File: src/core/crc_pkg.sv
// constants, types and helpers of the clock control block
// assumes a single 125 MHz clock; oscillator waveforms arrive as sampled levels
package crc_pkg;

  // ==========================================================================
  // timing
  localparam int CRC_CLOCK_PERIOD_NS = 8;
  localparam int CRC_PLL_IN_MHZ      = 4;
  localparam int CRC_PLL_OUT_MHZ     = 96;
  localparam int CRC_FAST_OSC_MHZ    = 8;
  localparam logic [15:0] CRC_CLOCK_OUT_EDGES = 16'h0004; // oscillator divided by 4
  localparam logic [15:0] CRC_POST_LONG_EDGES = 16'h0100; // 8 MHz / 256 near 31 kHz

  // ==========================================================================
  // register map: the reference offset is a word index
  localparam logic [11:0] CRC_REF_CTRL_INDEX = 12'hf3d;
  localparam logic [13:0] CRC_REF_CTRL_ADDR  = {CRC_REF_CTRL_INDEX, 2'b00};
  localparam logic [13:0] CRC_TUNE_ADDR      = 14'h0000;
  localparam logic [13:0] CRC_OSC_CTRL_ADDR  = 14'h0004;
  localparam logic [13:0] CRC_CONFIG_ADDR    = 14'h0008;

  // ==========================================================================
  // reset values
  localparam logic [7:0] CRC_REF_CTRL_RESET = 8'h00;
  localparam logic [7:0] CRC_TUNE_RESET     = 8'h00;
  localparam logic [7:0] CRC_OSC_CTRL_RESET = 8'h70; // fast oscillator direct
  localparam logic [7:0] CRC_CONFIG_RESET   = 8'h00; // external clock, prescale 1, cpu 1
  localparam logic [7:0] CRC_REF_CTRL_MASK  = 8'hbf; // bit 6 unimplemented

  // ==========================================================================
  // field positions
  localparam int CRC_REF_EN_BIT     = 7;
  localparam int CRC_REF_SLEEP_BIT  = 5;
  localparam int CRC_REF_SRC_BIT    = 4;
  localparam int CRC_REF_DIV_LSB    = 0;
  localparam int CRC_TUNE_MULT_BIT  = 6;
  localparam int CRC_FREQ_SEL_LSB   = 4;
  localparam int CRC_POST_LONG_BIT  = 0;
  localparam int CRC_MODE_LSB       = 0;
  localparam int CRC_PRE_LSB        = 3;
  localparam int CRC_CPU_LSB        = 6;
  localparam logic [2:0] CRC_FREQ_SLOW = 3'h0;
  localparam logic [2:0] CRC_FREQ_FAST = 3'h7;

  // ==========================================================================
  // oscillator modes, in clock_config field order
  typedef enum logic [2:0] {
    external_clock_mode,
    external_clock_with_multiplier,
    crystal_fast_mode,
    crystal_with_multiplier,
    internal_fast,
    internal_fast_with_multiplier,
    internal_fast_with_multiplier_out,
    internal_slow
  } crc_mode_t;

  // cpu divider code to edges per toggle: 1, 2, 3 or 6
  function automatic logic [15:0] crc_cpu_edges(input logic [1:0] code);
    case (code)
      2'h0:    return 16'h0001;
      2'h1:    return 16'h0002;
      2'h2:    return 16'h0003;
      default: return 16'h0006;
    endcase
  endfunction : crc_cpu_edges

  // toggle divider step: toggling every n edges of a source divides it by n
  function automatic logic [16:0] crc_div_step(input logic [15:0] cnt, input logic lvl,
                                               input logic hit, input logic [15:0] edges);
    if (!hit) begin
      return {lvl, cnt};
    end
    if (cnt >= edges - 16'h0001) begin
      return {~lvl, 16'h0000};
    end
    return {lvl, cnt + 16'h0001};
  endfunction : crc_div_step

endpackage : crc_pkg

File: src/core/crc_clock_control.sv
// clock source selection, multiplier dividers, clock out pin and reference clock output
// assumes oscillator levels sampled on clock, well below 62 MHz
// How it works
// - external mode: clock out is oscillator/4
// - external multiplier mode: clock out is multiplier/4
// - external modes insert no start-up delay
// - multiplier runs in four modes when enabled
// - multiplier makes 96 MHz from 4 MHz
// - input prescaler has eight integer ratios
// - cpu divider after multiplier: 1,2,3,6
// - fast oscillator direct or through postscaler
// - fast oscillator with multiplier reaches 48 MHz
// - slow oscillator runs when selected or needed
// - frequency select picks fast, slow or postscaler
// - enable bit drives reference clock on pin
// - divider field selects power-of-two division
// - source bit picks crystal or system clock
// - sleep-run bit keeps reference during sleep with crystal source
//
// Added by the designer: the strobed register port.
`timescale 1ns/1ps
`default_nettype none

module crc_clock_control #(
  parameter int STARTUP_EDGES = 1024
) (
  // clock and reset
  input  wire logic        clock,
  input  wire logic        rst_n,
  // register port
  input  wire logic [13:0] reg_addr,
  input  wire logic [7:0]  reg_wdata,
  input  wire logic        reg_write,
  input  wire logic        reg_read,
  output logic      [7:0]  reg_rdata,
  // oscillator waveforms
  input  wire logic        clock_in_pin,
  input  wire logic        fast_internal_osc,
  input  wire logic        slow_internal_rc,
  input  wire logic        multiplier_clock,
  // device state
  input  wire logic        sleep_active,
  input  wire logic        power_up_timer_enable,
  input  wire logic        fail_safe_enable,
  input  wire logic        watchdog_enable,
  input  wire logic        two_speed_enable,
  // clock outputs
  output logic             clock_out_pin,
  output logic             clock_out_oe,
  output logic             multiplier_run,
  output logic             multiplier_ref_clock,
  output logic             usb_clock,
  output logic             system_clock,
  output logic             slow_rc_enable,
  output logic             startup_done,
  // reference output pin
  output logic             refout_port_pin,
  output logic             refout_port_oe
);

  // ==========================================================================
  // elaboration checks
  initial begin
    if (STARTUP_EDGES < 1 || STARTUP_EDGES > 65535) begin
      $error("STARTUP_EDGES must lie in 1..65535");
    end
  end

  localparam logic [15:0] START_EDGES = 16'(STARTUP_EDGES);

  // ==========================================================================
  // state
  typedef struct packed {
    logic [7:0]  reference_clock_control;
    logic [7:0]  oscillator_tuning_register;
    logic [7:0]  oscillator_control_register;
    logic [7:0]  clock_config;
    logic [7:0]  rdata;
    logic        osc_prev;
    logic        fast_prev;
    logic        mult_prev;
    logic        sys_prev;
    logic        sleep_prev;
    logic [15:0] out_cnt;
    logic        clock_out;
    logic [15:0] pre_cnt;
    logic        pll_ref;
    logic [15:0] cpu_cnt;
    logic        cpu_clk;
    logic [15:0] post_cnt;
    logic        post_clk;
    logic        sys_clk;
    logic        usb_clk;
    logic [15:0] ref_cnt;
    logic        ref_lvl;
    logic [3:0]  ref_div_act;
    logic        ref_src_act;
    logic [15:0] start_cnt;
    logic        start_done;
  } crc_state_t;

  crc_state_t s;
  crc_state_t n;

  // decoded mode
  crc_pkg::crc_mode_t mode;
  logic        mult_mode;
  logic        mult_on;
  logic        ext_mode;
  logic        xtal_mode;
  logic        int_mode;
  logic [2:0]  freq_sel;

  // source edges
  logic        osc_edge;
  logic        fast_edge;
  logic        mult_edge;
  logic        sys_edge;
  logic        pre_src;
  logic        pre_edge;

  // reference output
  logic        ref_base_edge;
  logic        ref_run;
  logic        ref_toggle;

  // scratch
  logic        src_lvl;
  logic [15:0] post_edges;
  logic [16:0] step;

  // ==========================================================================
  // mode decode and source edges
  always_comb begin
    mode      = crc_pkg::crc_mode_t'(s.clock_config[crc_pkg::CRC_MODE_LSB +: 3]);
    ext_mode  = (mode == crc_pkg::external_clock_mode) ||
                (mode == crc_pkg::external_clock_with_multiplier);
    xtal_mode = (mode == crc_pkg::crystal_fast_mode) ||
                (mode == crc_pkg::crystal_with_multiplier);
    int_mode  = (mode == crc_pkg::internal_fast) ||
                (mode == crc_pkg::internal_slow);
    mult_mode = (mode == crc_pkg::external_clock_with_multiplier) ||
                (mode == crc_pkg::crystal_with_multiplier) ||
                (mode == crc_pkg::internal_fast_with_multiplier) ||
                (mode == crc_pkg::internal_fast_with_multiplier_out);
    mult_on   = mult_mode &&
                s.oscillator_tuning_register[crc_pkg::CRC_TUNE_MULT_BIT];
    freq_sel  = s.oscillator_control_register[crc_pkg::CRC_FREQ_SEL_LSB +: 3];

    osc_edge  = clock_in_pin != s.osc_prev;
    fast_edge = fast_internal_osc != s.fast_prev;
    mult_edge = mult_on && (multiplier_clock != s.mult_prev);
    sys_edge  = s.sys_clk != s.sys_prev;

    // internal multiplier modes feed the prescaler from the 8 MHz oscillator
    pre_src   = (mode == crc_pkg::internal_fast_with_multiplier) ||
                (mode == crc_pkg::internal_fast_with_multiplier_out);
    pre_edge  = pre_src ? fast_edge : osc_edge;
    // postscaler: codes 1..6 give 8 MHz / 64 .. / 2; long bit gives the 31 kHz tap
    if (freq_sel == crc_pkg::CRC_FREQ_SLOW) begin
      post_edges = crc_pkg::CRC_POST_LONG_EDGES;
    end else begin
      post_edges = 16'h0001 << (3'h7 - freq_sel);
    end
  end

  // ==========================================================================
  // next state
  always_comb begin
    n = s;
    n.osc_prev   = clock_in_pin;
    n.fast_prev  = fast_internal_osc;
    n.mult_prev  = multiplier_clock;
    n.sleep_prev = sleep_active;
    n.sys_prev   = s.sys_clk;

    step         = 17'h00000;
    src_lvl      = 1'b0;

    // register writes; the reference control drops its unimplemented bit
    if (reg_write) begin
      if (reg_addr == crc_pkg::CRC_REF_CTRL_ADDR) begin
        n.reference_clock_control = reg_wdata & crc_pkg::CRC_REF_CTRL_MASK;
      end else if (reg_addr == crc_pkg::CRC_TUNE_ADDR) begin
        n.oscillator_tuning_register = reg_wdata;
      end else if (reg_addr == crc_pkg::CRC_OSC_CTRL_ADDR) begin
        n.oscillator_control_register = reg_wdata;
      end else if (reg_addr == crc_pkg::CRC_CONFIG_ADDR) begin
        n.clock_config = reg_wdata;
      end
    end

    // read data lasts one cycle; unmapped reads zero
    n.rdata = 8'h00;
    if (reg_read) begin
      if (reg_addr == crc_pkg::CRC_REF_CTRL_ADDR) begin
        n.rdata = s.reference_clock_control;
      end else if (reg_addr == crc_pkg::CRC_TUNE_ADDR) begin
        n.rdata = s.oscillator_tuning_register;
      end else if (reg_addr == crc_pkg::CRC_OSC_CTRL_ADDR) begin
        n.rdata = s.oscillator_control_register;
      end else if (reg_addr == crc_pkg::CRC_CONFIG_ADDR) begin
        n.rdata = s.clock_config;
      end
    end

    // prescaler brings n x 4 MHz down to 4 MHz
    step = crc_pkg::crc_div_step(s.pre_cnt, s.pll_ref, pre_edge && mult_on,
             {13'h0000, s.clock_config[crc_pkg::CRC_PRE_LSB +: 3]} + 16'h0001);
    n.pll_ref = step[16] && mult_on;
    n.pre_cnt = step[15:0];

    // multiplier feeds usb directly, the core via the cpu divider
    n.usb_clk = mult_on ? multiplier_clock : 1'b0;

    step = crc_pkg::crc_div_step(s.cpu_cnt, s.cpu_clk, mult_edge,
             crc_pkg::crc_cpu_edges(s.clock_config[crc_pkg::CRC_CPU_LSB +: 2]));
    n.cpu_clk = step[16];
    n.cpu_cnt = step[15:0];


    // fast oscillator postscaler
    step = crc_pkg::crc_div_step(s.post_cnt, s.post_clk, fast_edge, post_edges);
    n.post_clk = step[16];
    n.post_cnt = step[15:0];


    // system clock source; held still while the device sleeps
    if (mult_on) begin
      src_lvl = s.cpu_clk;
    end else if (ext_mode || xtal_mode) begin
      src_lvl = clock_in_pin;
    end else if (mode == crc_pkg::internal_slow) begin
      src_lvl = slow_internal_rc;
    end else if (int_mode) begin
      if (freq_sel == crc_pkg::CRC_FREQ_FAST) begin
        src_lvl = fast_internal_osc;
      end else if (freq_sel == crc_pkg::CRC_FREQ_SLOW &&
                   !s.oscillator_control_register[crc_pkg::CRC_POST_LONG_BIT]) begin
        src_lvl = slow_internal_rc;
      end else begin
        src_lvl = s.post_clk;
      end
    end else begin
      src_lvl = fast_internal_osc; // multiplier mode with multiplier off
    end

    if (!sleep_active) begin
      n.sys_clk = src_lvl;
    end

    // clock out pin: oscillator or multiplier divided by 4
    if (mult_on && mode == crc_pkg::external_clock_with_multiplier) begin
      step = crc_pkg::crc_div_step(s.out_cnt, s.clock_out, mult_edge,
                                   crc_pkg::CRC_CLOCK_OUT_EDGES);
    end else begin
      step = crc_pkg::crc_div_step(s.out_cnt, s.clock_out, osc_edge && ext_mode,
                                   crc_pkg::CRC_CLOCK_OUT_EDGES);
    end

    n.clock_out = step[16];
    n.out_cnt   = step[15:0];

    // start-up: crystal modes wait after waking, external and internal do not
    if (s.sleep_prev && !sleep_active && xtal_mode) begin
      n.start_done = 1'b0;
      n.start_cnt  = 16'h0000;
    end else if (!xtal_mode) begin
      n.start_done = 1'b1;
    end else if (!s.start_done && osc_edge) begin
      n.start_cnt = s.start_cnt + 16'h0001;
      if (s.start_cnt >= START_EDGES - 16'h0001) begin
        n.start_done = 1'b1;
      end
    end

    // reference divider; shadow controls load as the output toggles low or while it is stopped
    step = crc_pkg::crc_div_step(s.ref_cnt, s.ref_lvl, ref_base_edge && ref_run,
                                 16'h0001 << s.ref_div_act);
    if (!ref_run) begin
      n.ref_lvl = 1'b0;
      n.ref_cnt = 16'h0000;
    end else begin
      n.ref_lvl = step[16];
      n.ref_cnt = step[15:0];
    end

    if (!n.ref_lvl && (ref_toggle || !ref_run)) begin
      n.ref_div_act = s.reference_clock_control[crc_pkg::CRC_REF_DIV_LSB +: 4];
      n.ref_src_act = s.reference_clock_control[crc_pkg::CRC_REF_SRC_BIT];
      n.ref_cnt     = 16'h0000;
    end
  end

  // ==========================================================================
  // reference output gating
  always_comb begin
    // crystal source counts oscillator edges, else system edges
    ref_base_edge = s.ref_src_act ? osc_edge : sys_edge;

    // in sleep only sleep-run with crystal source keeps it running
    ref_run = s.reference_clock_control[crc_pkg::CRC_REF_EN_BIT] &&
              (!sleep_active ||
               (s.reference_clock_control[crc_pkg::CRC_REF_SLEEP_BIT] &&
                s.ref_src_act));

    ref_toggle = ref_run && ref_base_edge &&
                 (s.ref_cnt >= (16'h0001 << s.ref_div_act) - 16'h0001);
  end

  // ==========================================================================
  // state register
  always_ff @(posedge clock) begin
    if (!rst_n) begin
      s <= '{reference_clock_control:    crc_pkg::CRC_REF_CTRL_RESET,
             oscillator_tuning_register: crc_pkg::CRC_TUNE_RESET,
             oscillator_control_register: crc_pkg::CRC_OSC_CTRL_RESET,
             clock_config:               crc_pkg::CRC_CONFIG_RESET,
             start_done:                 1'b1,
             default:                    '0};
    end else begin
      s <= n;
    end
  end

  // ==========================================================================
  // outputs
  assign reg_rdata            = s.rdata;
  assign clock_out_pin        = s.clock_out;
  assign clock_out_oe         = ext_mode; // crystal modes leave the pin to the crystal
  assign multiplier_run       = mult_on;
  assign multiplier_ref_clock = s.pll_ref;
  assign usb_clock            = s.usb_clk;
  assign system_clock         = s.sys_clk;
  assign startup_done         = s.start_done;
  assign refout_port_pin      = s.ref_lvl;
  assign refout_port_oe       = s.reference_clock_control[crc_pkg::CRC_REF_EN_BIT];

  // slow oscillator also serves the timers and monitors that need it
  assign slow_rc_enable = (mode == crc_pkg::internal_slow) ||
                          (int_mode && freq_sel == crc_pkg::CRC_FREQ_SLOW) ||
                          power_up_timer_enable || fail_safe_enable ||
                          watchdog_enable || two_speed_enable;

endmodule : crc_clock_control

`default_nettype wire

File: config.mk
export PLATFORM = sky130hd
export DESIGN_NAME = crc_clock_control
export DESIGN_NICKNAME = d
export VERILOG_FILES = /design/src/core/crc_pkg.sv /design/src/core/crc_clock_control.sv
export SDC_FILE = /design/constraint.sdc
export NUM_CORES = 1
export LEC_CHECK = 0
export BUFFER_PORTS_ARGS = -buffer_cell sky130_fd_sc_hd__buf_2
export CORE_UTILIZATION = 45
export DETAILED_ROUTE_END_ITERATION = 12
export GPL_TIMING_DRIVEN = 0
export MAX_ROUTING_LAYER = met4
export PLACE_DENSITY = 0.71
export SETUP_SLACK_MARGIN = 0.3
export SKIP_LAST_GASP = 1
export SYNTH_ARGS = -nofsm -noshare
export SYNTH_HDL_FRONTEND = slang
export SYNTH_SLANG_ARGS = --single-unit
File: constraint.sdc
create_clock -name clock -period 10.25 [get_ports clock]
set_input_delay 2.05 -clock clock [delete_from_list [all_inputs] [get_ports clock]]
set_output_delay 2.05 -clock clock [all_outputs]
set_load 0.02 [all_outputs]
== Word-level counts from Yosys, hierarchy flattened ==
Cells that the tools add are included.
Cells by class
  add/sub/neg operators: 12
  multiply operators: 0
  divide/modulo/power cells: 0
  magnitude comparators: 6
  eq/ne operators: 22
  shift-type cells: 2
  multiplexer cells: 61
  bitwise gates (word level): 11
  reductions and logical operators: 53
Operators with widths (number)
  17-bit 2-to-1 mux: 26
  16-bit by 1-bit adder with 16-bit output, second input constant: 6
  16-bit >= comparator: 4
  16-bit by 1-bit subtractor with 16-bit output, second input constant: 3
  8-bit 2-to-1 mux: 4
  1-bit 2-to-1 mux: 29
  16-bit by 10-bit >= comparator with 1-bit output, second input constant: 1
  16-bit by 2-bit >= comparator with 1-bit output, second input constant: 1
  1-bit logical AND: 16
  16-bit 2-to-1 mux: 1
  1-bit by 3-bit << shifter with 16-bit output, first input constant: 1
  1-bit by 4-bit << shifter with 16-bit output, first input constant: 1
  3-bit == test, second input constant: 5
  1-bit logical OR: 15
  14-bit == test, second input constant: 1
  14-bit by 3-bit == test with 1-bit output, second input constant: 1
  14-bit by 4-bit == test with 1-bit output, second input constant: 1
  14-bit logical NOT: 1
  2-bit AND reduction: 6
  1-bit inverter: 11
  3-bit by 1-bit inequality test with 1-bit output, second input constant: 3
  3-bit case mux with 3 select lines: 1
  3-bit by 2-bit == test with 1-bit output, second input constant: 2
  3-bit logical NOT: 2
  other kinds (16): 25
Word-level totals
  bits in registers: 153
  bits in latches: 0
  RAM bits: 0
  bits in read-only memories: 0
  memories: 0

== Depth between registers and ports, before layout ==
  word-level depth: 13
  depth in mapped cells: 16
  depth with buffers taken out: 14

== Worst setup path before layout ==
Ideal clock, no wire load.
  kind: input port to output port
  start: input power_up_timer_enable
  end: output slow_rc_enable
  arrival time: 2546 ps
  required time: 8200 ps
  slack: 5654 ps
  cell stages on the path: 2
  cell sequence: nor4_1 > o21ai_0
On the way
  cells in the longest elaborated chain, start to end: 4
RTL lines
  start, declared: line crc_clock_control.sv:43  | input wire logic power_up_timer_enable,
  1-bit logical OR: line crc_clock_control.sv:341  | (int_mode && freq_sel == crc_pkg::CRC_FREQ_SLOW) ||
  1-bit logical OR (2 in a row): line crc_clock_control.sv:342  | power_up_timer_enable || fail_safe_enable ||
  1-bit logical OR: line crc_clock_control.sv:343  | watchdog_enable || two_speed_enable;
  end, declared: line crc_clock_control.sv:54  | output logic slow_rc_enable,
Every way passes these cells.

== Final worst setup path ==
Same ends and word-level chain as after synthesis.

==> parameters.txt <==
Parameter                              Value

Status
  Run status    complete, no violations

Synthesis
  Post-synth top flop    sky130_fd_sc_hd__dfxtp_1
  Cells after Synth    865
  Average cell area after synthesis    8.62 sq um
  Share of the yosys chip area belonging to registers    41.1%
  Most repeated cell in the gate-level netlist after synthesis    sky130_fd_sc_hd__dfxtp_1
  Post-Synthesis Cell Area    7450 sq um
  Main area contributors after synthesis    sky130_fd_sc_hd__dfxtp_1 (41%), sky130_fd_sc_hd__nor2_1 (7.3%), sky130_fd_sc_hd__ha_1 (6.5%), sky130_fd_sc_hd__mux2i_1 (4.6%), sky130_fd_sc_hd__xor2_1 (4.5%)
  Most instantiated cells after synthesis    sky130_fd_sc_hd__dfxtp_1 (153), sky130_fd_sc_hd__nor2_1 (144), sky130_fd_sc_hd__nand2_1 (74), sky130_fd_sc_hd__a21oi_1 (52), sky130_fd_sc_hd__ha_1 (39)
  Warning count from the yosys run    0
  Top cell type by total area after synthesis    sky130_fd_sc_hd__dfxtp_1
  Async set-reset flop share out of synthesis    0%
  Number of enable flip-flop cells after synthesis    0
  Count of state elements after synthesis    153
  Count of distinct cell types in the synthesized netlist    64
  Top-area cell type share of the netlist area    41.1%

STA
  RSZ-0062 raised after global routing    no
  Final hold violation count    0
  Final critical delay including setup and external delays    4.71 ns
  Final-layout worst hold slack    0.475 ns
  Setup violators final    0
  Clock skew after layout    0.0104 ns
  Maximum frequency from static timing analysis    212 MHz
  Share of the cycle needed by the critical path after routing    45.9%
  Accumulated negative setup slack    0 ns
  Worst-case headroom to the max-slew limit    20.5%
  Slew at the pin closest to its max-slew limit    1.18 ns
  Max-slew violations    0
  Crit path setup slack, layout    5.54 ns

Layout
  Area delta synth->final    15.4%
  Fill cells    1,532
  Layout net count    1,010
  Antenna diode count    0
  Proportion of layout cells with a drive suffix above 1    12.7%

Placed design
  Port Buffers    51
  Final Wtd Congestion    0.844
  Hpwl dp    11.5 mm
  Post-placement setup slack    5.55 ns

Setup path
  Cell count of the worst reg-to-reg path    15
  Type of the setup path with the least slack    primary input to output port
  Worst path slowest cell    sky130_fd_sc_hd__nor4_1
  Reg2Reg Setup Slack    6.23 ns
  Required time of the critical path    8.20 ns
  Critical path arrival    2.66 ns
  List of cells traversed by the critical path    buf_2 -> nor4_1 -> o21ai_0 -> buf_2
  Stage delay of the slowest cell on the critical path    0.24 ns
  Crit path top cell by count    sky130_fd_sc_hd__buf_2
  Launching element type of the critical path    primary input
  Type of destination of the critical path    output port
  Largest fanout on the critical path    1
  Reg2reg end    s[32]
  FF-to-FF Start    s[18]

Routing
  First-pass DRT Iterations    5
  Routed WL per cell    13.8 um
  DRC errors left    0
  DRC violation total after the first TritonRoute iteration    474
  Number of vias per cell    5.30
  Routed wire length    16.1 mm
  Routed via count    6,173
  Number of antenna-violating nets in the routed design    0

Flow run
  Max-cap violations    0

Power and ir drop
  Leak Pwr    3.31 nW
  Cell Pwr Density    152 nW/um^2
  Power after layout    0.00130 W
  IR drop worst, VDD    126 uV

Floorplanning
  Starting density of the core    46.6%
  Num rows    46
  Die Width    131 um
  Boundary pin count    53
  Core Region    16,000 sq um
  Height of the die    131 um
  Area of the die    17,100 sq um

Min path
  Number of cells on the worst hold path    2
  Endpoint of the worst hold-timing path    s[20]
  HP Start    s[148]
  Tightest Hold Check Type    flip-flop to flip-flop

CTS
  Clock sinks    153
  CTS root buf    sky130_fd_sc_hd__clkbuf_16
  TritonCTS clock tree    yes
  # resized after CTS    0
  Maximum number of buffers from clock root to sink    2
  Hold-fix buffer count after cts    0
  CTS H-Tree Depth    4
  Clock input transition at the sequential cells of the worst setup and hold paths    0.06 ns
  Count of buffers added by post-CTS timing repair for setup    0
  Clock latency reported for the late side of the worst-skew pair    0.44 ns
  Total CTS buffers    17

GRT
  Global-route congestion overflow total    0
  Vias in the first global route    5,561
  Maximum number of pins on one net before global-route repair    17
  First-pass GRT wire length    26.6 mm
  Number of antenna violations at the first check in global routing    0
  GR Util All Layers    20.7%
placed cells by master, fill, tap and decap left out, drive strengths merged, types with 5 or more instances in the layout:
cell | netlist | final
a21o | 7 | 7
a21oi | 53 | 53
a221oi | 7 | 7
a31oi | 15 | 15
a41oi | 7 | 7
and2 | 10 | 10
and3 | 26 | 26
and4 | 9 | 9
buf | 23 | 74
clkbuf | 19 | 40
clkinv | 1 | 7
dfxtp | 153 | 153
ha | 39 | 39
inv | 22 | 23
mux2i | 35 | 35
nand2 | 74 | 74
nand3 | 32 | 32
nand4 | 18 | 18
nor2 | 145 | 145
nor3 | 11 | 11
nor4 | 14 | 14
o21ai | 28 | 28
or2 | 5 | 5
or3 | 9 | 9
xnor2 | 25 | 25
xor2 | 39 | 39
registers in the layout, summed over array words and instances (netlist names):
| register | flops |
|---|---|
| mode | 3 |
| refout_port_pin | 1 |
| reg_rdata | 8 |
| multiplier_ref_clock | 1 |
| system_clock | 1 |
| s | 132 |
| freq_sel | 3 |
| clock_out_pin | 1 |
| refout_port_oe | 1 |
| startup_done | 1 |
| usb_clock | 1 |
power breakdown:
group / switching (W) / internal, W
clock: 0.000248 / 0.000408
sequential: 0.00000351 / 0.000598
combinational: 0.0000292 / 0.0000169
critical path: cells and delay by family:
family	cells	cell delay [ns]
AND/OR/NAND/NOR	1	0.24
AO/OA/AOI/OAI	1	0.11
buffers and inverters	2	0.26
layer usage:
metal / up-vias / wire [um] / global-route usage (%)
met3: 16 / 736 / 4.60
met2: 138 / 7140 / 32.1
li1: 3171 / - / -
met5: - / 0 / -
met4: 0 / 170 / 6.90
met1: 2848 / 8030 / 26.6
worst max path at each step:
stage | start | slack, ns | endpoint
2_1_floorplan | power_up_timer_enable | 5.65 | slow_rc_enable
6_report | power_up_timer_enable | 5.54 | slow_rc_enable
4_1_cts | power_up_timer_enable | 5.54 | slow_rc_enable
3_5_place_dp | power_up_timer_enable | 5.55 | slow_rc_enable
3_3_place_gp | power_up_timer_enable | 5.53 | slow_rc_enable
5_1_grt | power_up_timer_enable | 5.53 | slow_rc_enable
area by class of cell:
class | instances | area (sq um) | share of cell area (%)
repair buffers | 51 | 255 | 2.97
plain buffers | 42 | 243 | 2.82
clock buffers | 21 | 480 | 5.58
clock inverters | 10 | 140 | 1.63
multi-input cells | 648 | 4070 | 47.3
well taps | 216 | 270 | 3.14
inverters | 23 | 86.3 | 1.00
flip-flops and latches | 153 | 3060 | 35.6
metrics by stage:
step | instance area, sq um | cells | utilization (%)
3_3_place_gp | 7980 | 1133 | 49.9
4_1_cts | 8600 | 1164 | 53.8
6_report | 8600 | 1164 | 53.8
5_1_grt | 8600 | 1164 | 53.8
2_1_floorplan | 7460 | 866 | -
3_5_place_dp | 7980 | 1133 | 49.9
cell families after synthesis:
family          after synthesis  synth area share [%]
buf+inv                      65                  4.41
compound gates              138                  11.7
flops                       153                  41.1
other cells                   1                0.0503
xor+xnor                     64                  7.62
fa+ha+maj                    39                  6.55
simple gates                370                  23.9
mux                          35                  4.75
No activity file was read; power rests on OpenSTA's default activity.
